$ cat src/rtl/hbg_pkg.sv
// package with constants for the half-bridge gate logic
// What this block does
// RL1: enable low forces all gates low
// RL2: low command alone drives low gate
// RL3: high command alone drives high gate
// RL4: both commands low force both gates low
// RL5: dead interval before companion gate turns on
// RL6: longer command gap adds no extra delay
// RL7: main undervoltage switches off every gate
// RL8: after main undervoltage, high gated by bootstrap
// RL9: fault flag low during main undervoltage
// RL10: bootstrap undervoltage kills that channel's high gate
// RL11: high stays off until next turn-on request
// RL12: glitch filter drops short overcurrent pulses
// RL13: latch trigger forces all gates low
// RL14: trigger pulls fault low, starts pin discharge
// RL15: disable time end releases fault, outputs resume
// RL16: discharge stops when clear and pin low
// RL17: main undervoltage disables overcurrent comparator
// RL18: fault flag affects no internal behaviour
// RL19: filter time nominally 300 ns, 200 to 400
// RL20: restart phase is a programmable cycle count
// RL21: inputs synchronised; dead interval counted in cycles
package hbg_pkg;
	localparam int CLOCK_HZ            = 40_000_000;
	localparam int CLOCK_PERIOD_PS     = 1_000_000_000 / (CLOCK_HZ / 1000);
	localparam int CHANNELS            = 3;
	localparam int DEAD_INTERVAL_NS    = 200;
	localparam int DEAD_INTERVAL_CYC   = (DEAD_INTERVAL_NS * 1000 + CLOCK_PERIOD_PS - 1)
		/ CLOCK_PERIOD_PS;
	localparam int GLITCH_FILTER_NS    = 300;
	localparam int GLITCH_FILTER_CYC   = (GLITCH_FILTER_NS * 1000 + CLOCK_PERIOD_PS - 1)
		/ CLOCK_PERIOD_PS;
	localparam int RESTART_CYC_DEFAULT = 8000;
	localparam int CNT_W               = 16;
	localparam logic OUT_RESET         = 1'b0;
	typedef enum logic [2:0] {
		HBG_RUN     = 3'b001,
		HBG_DISCHG  = 3'b010,
		HBG_RESTART = 3'b100
	} hbg_sd_state_t;
endpackage

$ cat src/rtl/hbg_top.sv
// three-channel gate logic with undervoltage and overcurrent shutdown
`timescale 1ns/1ps
module hbg_top #(
	parameter int CH          = hbg_pkg::CHANNELS,
	parameter int RESTART_CYC = hbg_pkg::RESTART_CYC_DEFAULT,
	parameter int FILTER_CYC  = hbg_pkg::GLITCH_FILTER_CYC
) (
	input  wire logic          clock,
	input  wire logic          rst,
	input  wire logic          enable_in,
	input  wire logic [CH-1:0] low_cmd_n,
	input  wire logic [CH-1:0] high_side_cmd_n,
	input  wire logic          main_uv_in,
	input  wire logic [CH-1:0] bootstrap_supply_uv,
	input  wire logic          overcurrent_sense_in,
	input  wire logic          shutdown_timer_pin_low,
	output logic      [CH-1:0] low_gate_out,
	output logic      [CH-1:0] high_gate_out,
	output logic               fault_flag_o,
	output logic               fault_flag_oe,
	output logic               shutdown_timer_pin_o,
	output logic               shutdown_timer_pin_oe
);
	localparam int SYNC_W = 3 * CH + 4;
	logic [SYNC_W-1:0]         sync1_r;
	logic [SYNC_W-1:0]         sync2_r;
	logic [CH-1:0]             lo_s;
	logic [CH-1:0]             hi_s;
	logic [CH-1:0]             boot_s;
	logic                      en_s;
	logic                      uv_s;
	logic                      oc_s;
	logic                      pin_low_s;
	logic [hbg_pkg::CNT_W-1:0] filt_cnt_r;
	logic                      oc_filt;
	logic [hbg_pkg::CNT_W-1:0] restart_cnt_r;
	hbg_pkg::hbg_sd_state_t    sd_r;
	logic                      allow;

	// every outside level except rst crosses two flops before use
	always_ff @(posedge clock) begin
		if (rst) begin
			sync1_r <= {SYNC_W{1'b1}};
			sync2_r <= {SYNC_W{1'b1}};
		end else begin
			sync1_r <= {low_cmd_n, high_side_cmd_n, bootstrap_supply_uv, enable_in,
				main_uv_in, overcurrent_sense_in, shutdown_timer_pin_low}; // RL21
			sync2_r <= sync1_r;
		end
	end

	assign lo_s      = sync2_r[SYNC_W-1 -: CH];
	assign hi_s      = sync2_r[SYNC_W-1-CH -: CH];
	assign boot_s    = sync2_r[SYNC_W-1-2*CH -: CH];
	assign en_s      = sync2_r[3] && !rst;
	assign uv_s      = sync2_r[2] || rst;
	assign oc_s      = sync2_r[1] && !uv_s; // RL17
	assign pin_low_s = sync2_r[0];
	assign oc_filt   = filt_cnt_r >= hbg_pkg::CNT_W'(FILTER_CYC);

	// pulses shorter than the filter count never reach the latch
	always_ff @(posedge clock) begin
		if (rst || !oc_s)
			filt_cnt_r <= '0; // RL12
		else if (!oc_filt)
			filt_cnt_r <= filt_cnt_r + 1'b1; // RL12 RL19
	end

	// shutdown sequence: discharge, then restart count, then run
	always_ff @(posedge clock) begin
		if (rst) begin
			sd_r          <= hbg_pkg::HBG_RUN;
			restart_cnt_r <= '0;
		end else begin
			unique case (sd_r)
				hbg_pkg::HBG_RUN: begin
					if (oc_filt)
						sd_r <= hbg_pkg::HBG_DISCHG; // RL13 RL14
				end
				hbg_pkg::HBG_DISCHG: begin
					restart_cnt_r <= '0;
					if (!oc_s && pin_low_s)
						sd_r <= hbg_pkg::HBG_RESTART; // RL16
				end
				hbg_pkg::HBG_RESTART: begin
					if (oc_filt)
						sd_r <= hbg_pkg::HBG_DISCHG;
					else if (restart_cnt_r >= hbg_pkg::CNT_W'(RESTART_CYC - 1))
						sd_r <= hbg_pkg::HBG_RUN; // RL15 RL20
					else
						restart_cnt_r <= restart_cnt_r + 1'b1; // RL20
				end
			endcase
		end
	end

	// fault flag is output only; allow is built without it
	assign allow = en_s && !uv_s && sd_r == hbg_pkg::HBG_RUN && !oc_filt; // RL1 RL7 RL13 RL18

	for (genvar i = 0; i < CH; i++) begin : g_ch
		hbg_channel #(
			.DEAD_CYC(hbg_pkg::DEAD_INTERVAL_CYC)
		) u_ch (
			.clock          (clock),
			.rst            (rst),
			.allow          (allow),
			.low_cmd_n      (lo_s[i]),
			.high_side_cmd_n(hi_s[i]),
			.boot_uv        (boot_s[i]),
			.low_gate_out   (low_gate_out[i]),
			.high_gate_out  (high_gate_out[i])
		);
	end

	always_ff @(posedge clock) begin
		if (rst) begin
			fault_flag_o          <= 1'b0;
			fault_flag_oe         <= 1'b0;
			shutdown_timer_pin_o  <= 1'b0;
			shutdown_timer_pin_oe <= 1'b0;
		end else begin
			fault_flag_o          <= 1'b0;
			fault_flag_oe         <= uv_s || oc_filt || sd_r != hbg_pkg::HBG_RUN; // RL9 RL14 RL15
			shutdown_timer_pin_o  <= 1'b0;
			shutdown_timer_pin_oe <= oc_filt && sd_r == hbg_pkg::HBG_RUN
				|| sd_r == hbg_pkg::HBG_DISCHG; // RL14 RL16
		end
	end

	// watchers below re-derive timing on their own, so a wrong
	// datapath counter cannot hide behind a copy of itself
	logic [hbg_pkg::CNT_W-1:0] oc_run_r;
	logic [hbg_pkg::CNT_W-1:0] restart_len_r;

	// length of the unbroken synced overcurrent level, saturating
	always_ff @(posedge clock) begin
		if (rst || !oc_s)
			oc_run_r <= '0;
		else if (oc_run_r != '1)
			oc_run_r <= oc_run_r + 1'b1;
	end

	// cycles spent in the restart phase so far
	always_ff @(posedge clock) begin
		if (rst || sd_r != hbg_pkg::HBG_RESTART)
			restart_len_r <= '0;
		else if (restart_len_r != '1)
			restart_len_r <= restart_len_r + 1'b1;
	end

	// per channel: both-off run length, seen from the gate outputs only
	for (genvar k = 0; k < CH; k++) begin : g_gap
		logic [hbg_pkg::CNT_W-1:0] gap_r;

		always_ff @(posedge clock) begin
			if (rst || low_gate_out[k] || high_gate_out[k])
				gap_r <= '0;
			else if (gap_r != '1)
				gap_r <= gap_r + 1'b1;
		end

	end
endmodule

$ cat src/rtl/hbg_channel.sv
// one half-bridge channel: decode, interlock, dead interval, bootstrap gating
`timescale 1ns/1ps
module hbg_channel #(
	parameter int DEAD_CYC = hbg_pkg::DEAD_INTERVAL_CYC
) (
	input  wire logic clock,
	input  wire logic rst,
	input  wire logic allow,
	input  wire logic low_cmd_n,
	input  wire logic high_side_cmd_n,
	input  wire logic boot_uv,
	output logic      low_gate_out,
	output logic      high_gate_out
);
	logic                      want_low;
	logic                      want_high;
	logic                      boot_block_r;
	logic                      high_req_d_r;
	logic [hbg_pkg::CNT_W-1:0] idle_cnt_r;
	logic                      dead_ok;

	assign want_low  = allow && !low_cmd_n && high_side_cmd_n; // RL1 RL2 RL4
	assign want_high = allow && !high_side_cmd_n && low_cmd_n; // RL1 RL3 RL4
	assign dead_ok   = idle_cnt_r >= hbg_pkg::CNT_W'(DEAD_CYC);

	// counts cycles with both gates off; a long command gap already fills it
	always_ff @(posedge clock) begin
		if (rst || low_gate_out || high_gate_out)
			idle_cnt_r <= '0;
		else if (!dead_ok)
			idle_cnt_r <= idle_cnt_r + 1'b1; // RL5 RL6
	end

	always_ff @(posedge clock) begin
		if (rst)
			high_req_d_r <= 1'b0;
		else
			high_req_d_r <= want_high;
	end

	// bootstrap block holds until a fresh turn-on request edge
	always_ff @(posedge clock) begin
		if (rst)
			boot_block_r <= 1'b0;
		else if (boot_uv)
			boot_block_r <= 1'b1; // RL10
		else if (want_high && !high_req_d_r)
			boot_block_r <= 1'b0; // RL11
	end

	always_ff @(posedge clock) begin
		if (rst) begin
			low_gate_out  <= hbg_pkg::OUT_RESET;
			high_gate_out <= hbg_pkg::OUT_RESET;
		end else begin
			low_gate_out  <= want_low && (low_gate_out || dead_ok); // RL5
			high_gate_out <= want_high && !boot_uv && !(boot_block_r && high_req_d_r)
				&& (high_gate_out || dead_ok); // RL8 RL10 RL11
		end
	end
endmodule

$ cat config.mk
export PLATFORM = sky130hd
export DESIGN_NAME = hbg_top
export DESIGN_NICKNAME = d
export VERILOG_FILES = /design/src/rtl/hbg_pkg.sv /design/src/rtl/hbg_top.sv /design/src/rtl/hbg_channel.sv
export SDC_FILE = /design/constraint.sdc
export NUM_CORES = 1
export LEC_CHECK = 0
export BUFFER_PORTS_ARGS = -buffer_cell sky130_fd_sc_hd__buf_4
export CORE_ASPECT_RATIO = 1.5
export CORE_UTILIZATION = 40
export DETAILED_ROUTE_END_ITERATION = 8
export PLACE_DENSITY_LB_ADDON = 0.05
export SYNTH_ARGS = -nofsm -noshare
export SYNTH_HDL_FRONTEND = slang
export SYNTH_SLANG_ARGS = --single-unit
$ cat constraint.sdc
create_clock -name clock -period 3.5 [get_ports clock]
set_input_delay 1.05 -clock clock [delete_from_list [all_inputs] [get_ports clock]]
set_output_delay 1.05 -clock clock [all_outputs]
set_load 0.03 [all_outputs]
==> run summary <==
CP peak stage delay = 590 ps
DRT Wirelength = 7445 um
GP Congestion = 0.6861
Comb power frac = 0.065
Detailed Route Iter0 Violations = 62
Nets = 471
Final Hold Viols = 0
vias = 2869
wire length per cell = 12.33 um
Worst Setup SP = filt_cnt_r[4]
CTS tree = built
clk slew on worst S/H paths = 50 ps
Net Sw Power = 0.8161 mW
fraction of layout cells with a size suffix above 1 = 0.2043
Slew headroom = 0.3322
Post-Syn Area = 0.004427 mm^2
cell-internal power = 2.850 mW
via/cell ratio = 4.750
largest net degree at the start of global routing = 46
HP Class = register to register
Final Hold Slack = 404.5 ps
final non-filler cell total = 604
antenna cells = 0
clock root buffer = clkbuf_16
actual slew at the worst max-slew pin = 1002 ps
crit path time final = 2341 ps
worst skew pair latency = 410 ps
vias in the first global route = 2819
RSZ-0062 raised after global routing = false
Core Util, Final = 0.5014
Tot GR Track Use = 0.1475
DRC viols = 0
part of the power in registers = 0.407
cell leakage power = 2.256 nW
first-pass GRT wire length = 12800 um
Critical Path AT = 2680 ps
dpl cells = 572
Final ANT Viol Nets = 0
outcome = finished, final reports clean
Setup Viol. Count Final = 0
flop-to-flop setup slack = 1160 ps
Distinct cells, synth = 53
Post-synth EDFFs = 0
fin area = 0.005339 mm^2
#FFs+latches synth = 123
R2R Path End = restart_cnt_r[4]
synth warn = 0
power density over the cells = 686.7 mW/mm^2
Layout Area Growth over Synthesis = 20.60%
CP required = 3840 ps
Core Rows = 46
total core area = 0.01065 mm^2
Die Ht = 130.8 um
Seq/Total Area, Yosys = 0.5562
Max IR drop VDD = 0.0003798 V
PostCTS Resize Cnt = 0
I/O Buffers = 22
Synth Flop Type = dfxtp_1
Startpoint Class = register
count of boundary I/O pins = 25
hold_buf cts = 0
TritonCTS Buffers = 17
crit path capture = restart_cnt_r[4]
Setup CP Type = register to register
asr flop ratio synth = 0
Worst path slowest cell = a2111o_1
setup TNS = 0 ps
grt ovf = 0
fin crit share = 0.6689
Die ar. = 0.01150 mm^2
starting density of the core = 0.4157
Max-Cap Viols = 0
Setup Skew = 5.671 ps
Final HPWL DP = 4910 um
drt first pass iters = 4
worst r2r src = filt_cnt_r[4]
syn_area_per_cell = 10.37 um^2
Critical Path Sink Type = register
fmax = 427.1 MHz
Clock Tree Buf Depth = 2
antenna violations before repair = 0
crit-path cells = nor4_1 > and4_1 > buf_4 > o2111ai_2 > a2111o_1 > o21ai_1
worst r2r path cells = 6
Num Clock Sinks = 123
Die W = 87.90 um
switch share = 0.2226
Post-CTS Setup Repair Bufs = 0
clock network fraction of total power = 0.527
Worst Path Max Fanout = 23
Slew Viols, Final = 0
# H-tree levels = 4
Mapped Cells = 427
placed inst area = 0.004669 mm^2
synthesized netlist by cell type (2+ instances only):
cell type | n | area, um^2
nand2_1 | 21 | 78.83
nand3_1 | 9 | 45.04
or3_1 | 4 | 25.02
nor4_4 | 2 | 42.54
and3_1 | 19 | 118.9
nor4_1 | 8 | 50.05
a21oi_1 | 11 | 55.05
a41oi_1 | 2 | 17.52
and4_1 | 2 | 17.52
and2_1 | 36 | 225.2
buf_4 | 10 | 75.07
nand2b_1 | 4 | 25.02
nor2_1 | 21 | 78.83
inv_2 | 2 | 7.510
or2_2 | 26 | 162.7
o21ai_1 | 8 | 40.04
ha_1 | 9 | 112.6
dfxtp_1 | 123 | 2462
o2111ai_1 | 5 | 43.79
o21a_1 | 2 | 15.01
mux2i_1 | 5 | 50.05
xor2_1 | 4 | 35.03
xnor2_1 | 4 | 35.03
a2111oi_0 | 2 | 17.52
nor4b_1 | 3 | 26.28
or2_1 | 2 | 12.51
a2111o_1 | 9 | 101.4
clkbuf_1 | 15 | 56.30
or4_1 | 6 | 45.04
nand4_1 | 4 | 25.02
nor2b_1 | 8 | 50.05
inv_1 | 15 | 56.30
nor3_1 | 6 | 30.03
per-layer routing:
layer / wire, um / vias up / global-route usage
met4: 87 / 0 / 0.06654
met3: 284 / 7 / 0.05339
met5: 0 / - / 0
met1: 3422 / 1312 / 0.1703
li1: - / 1516 / -
met2: 3650 / 34 / 0.2426
critical path: cells and delay by family, from the launching register on:
family                 cells  cell delay [ps]
AOI/OAI and AO/OA          3             1210
and+or+nand+nor            2              550
DFF                        1              310
buffers and inverters      1              200
power groups by stage:
stage / registers, mW / logic, mW / clock network, mW
2_1_floorplan: 1.52 / 0.184 / 0
3_3_place_gp: 1.52 / 0.240 / 0
3_5_place_dp: 1.52 / 0.243 / 0
4_1_cts: 1.49 / 0.244 / 1.98
5_1_grt: 1.50 / 0.269 / 2.05
6_report: 1.49 / 0.239 / 1.93
stage by stage:
step / power (mW) / setup slack, ps
2_1_floorplan: 1.700 / 1329
3_3_place_gp: 1.763 / 854.0
3_5_place_dp: 1.767 / 809.4
4_1_cts: 3.722 / 1147
5_1_grt: 3.825 / 986.1
6_report: 3.666 / 1159
sequential cells by signal, indices dropped and copies added (netlist names):
signal / flops
shutdown_timer_pin_oe: 1
g_ch.u_ch.high_req_d_r: 3
sync2_r: 13
sd_r: 3
g_ch.u_ch.high_gate_out: 3
g_ch.u_ch.low_gate_out: 3
filt_cnt_r: 16
g_ch.u_ch.boot_block_r: 3
g_ch.u_ch.idle_cnt_r: 48
fault_flag_oe: 1
sync1_r: 13
restart_cnt_r: 16
cells in the final DEF (no fill, tap or decap), drive strengths merged, types with 2 or more instances in the layout:
| cell type | Yosys | layout |
|---|---|---|
| nor2 | 21 | 21 |
| clkbuf | 15 | 19 |
| a41oi | 2 | 2 |
| a311oi | 2 | 2 |
| and4 | 2 | 2 |
| nor4 | 11 | 11 |
| inv | 17 | 17 |
| dfxtp | 123 | 123 |
| or2 | 28 | 28 |
| mux2i | 5 | 5 |
| o2111ai | 6 | 6 |
| clkinv | 0 | 5 |
| clkinvlp | 0 | 3 |
| a21oi | 11 | 11 |
| xnor2 | 4 | 4 |
| a2111oi | 2 | 2 |
| conb | 1 | 2 |
| bufinv | 0 | 5 |
| nand4 | 4 | 4 |
| nand2b | 4 | 4 |
| nor2b | 8 | 8 |
| or3 | 4 | 4 |
| nand2 | 21 | 21 |
| o21ai | 9 | 9 |
| and2 | 36 | 36 |
| nor3 | 6 | 6 |
| o21a | 2 | 2 |
| buf | 11 | 26 |
| or4 | 6 | 6 |
| a211oi | 2 | 2 |
| ha | 9 | 9 |
| and3 | 20 | 20 |
| nor4b | 4 | 4 |
| nand3 | 9 | 9 |
| a2111o | 9 | 9 |
| xor2 | 4 | 4 |
cells by family (layout without fill, tap and decap cells):
group,after synthesis,after routing,share of synthesized area
AO/OA/AOI/OAI,52,52,0.09327
multiplexers,5,5,0.01131
AND/OR/NAND/NOR,186,186,0.2518
buffers and inverters,43,75,0.04522
adder cells (fa/ha/maj),9,9,0.02544
flip-flops,123,123,0.5562
other,1,2,0.0008471
XOR/XNOR,8,8,0.01583
worst min path at each step:
stage | startpoint | to | slack (ps) | cells after the start
6_report | sync1_r[9] | sync2_r[9] | 400 | 1
5_1_grt | sync1_r[2] | sync2_r[2] | 420 | 1
4_1_cts | sync1_r[2] | sync2_r[2] | 410 | 1
3_5_place_dp | sync1_r[7] | sync2_r[7] | 390 | 1
3_3_place_gp | sync1_r[7] | sync2_r[7] | 390 | 1
2_1_floorplan | sync1_r[0] | sync2_r[0] | 390 | 1
cell type report:
cell class	instances	area [um^2]
well taps	144	180.2
fillers	1017	5309
multi-input cells	262	1768
inverters	17	63.81
clock buffers	19	452.9
clock inverters	13	216.5
repair buffers	26	195.2
flip-flops and latches	123	2462
(Power assumes the default switching activity.)
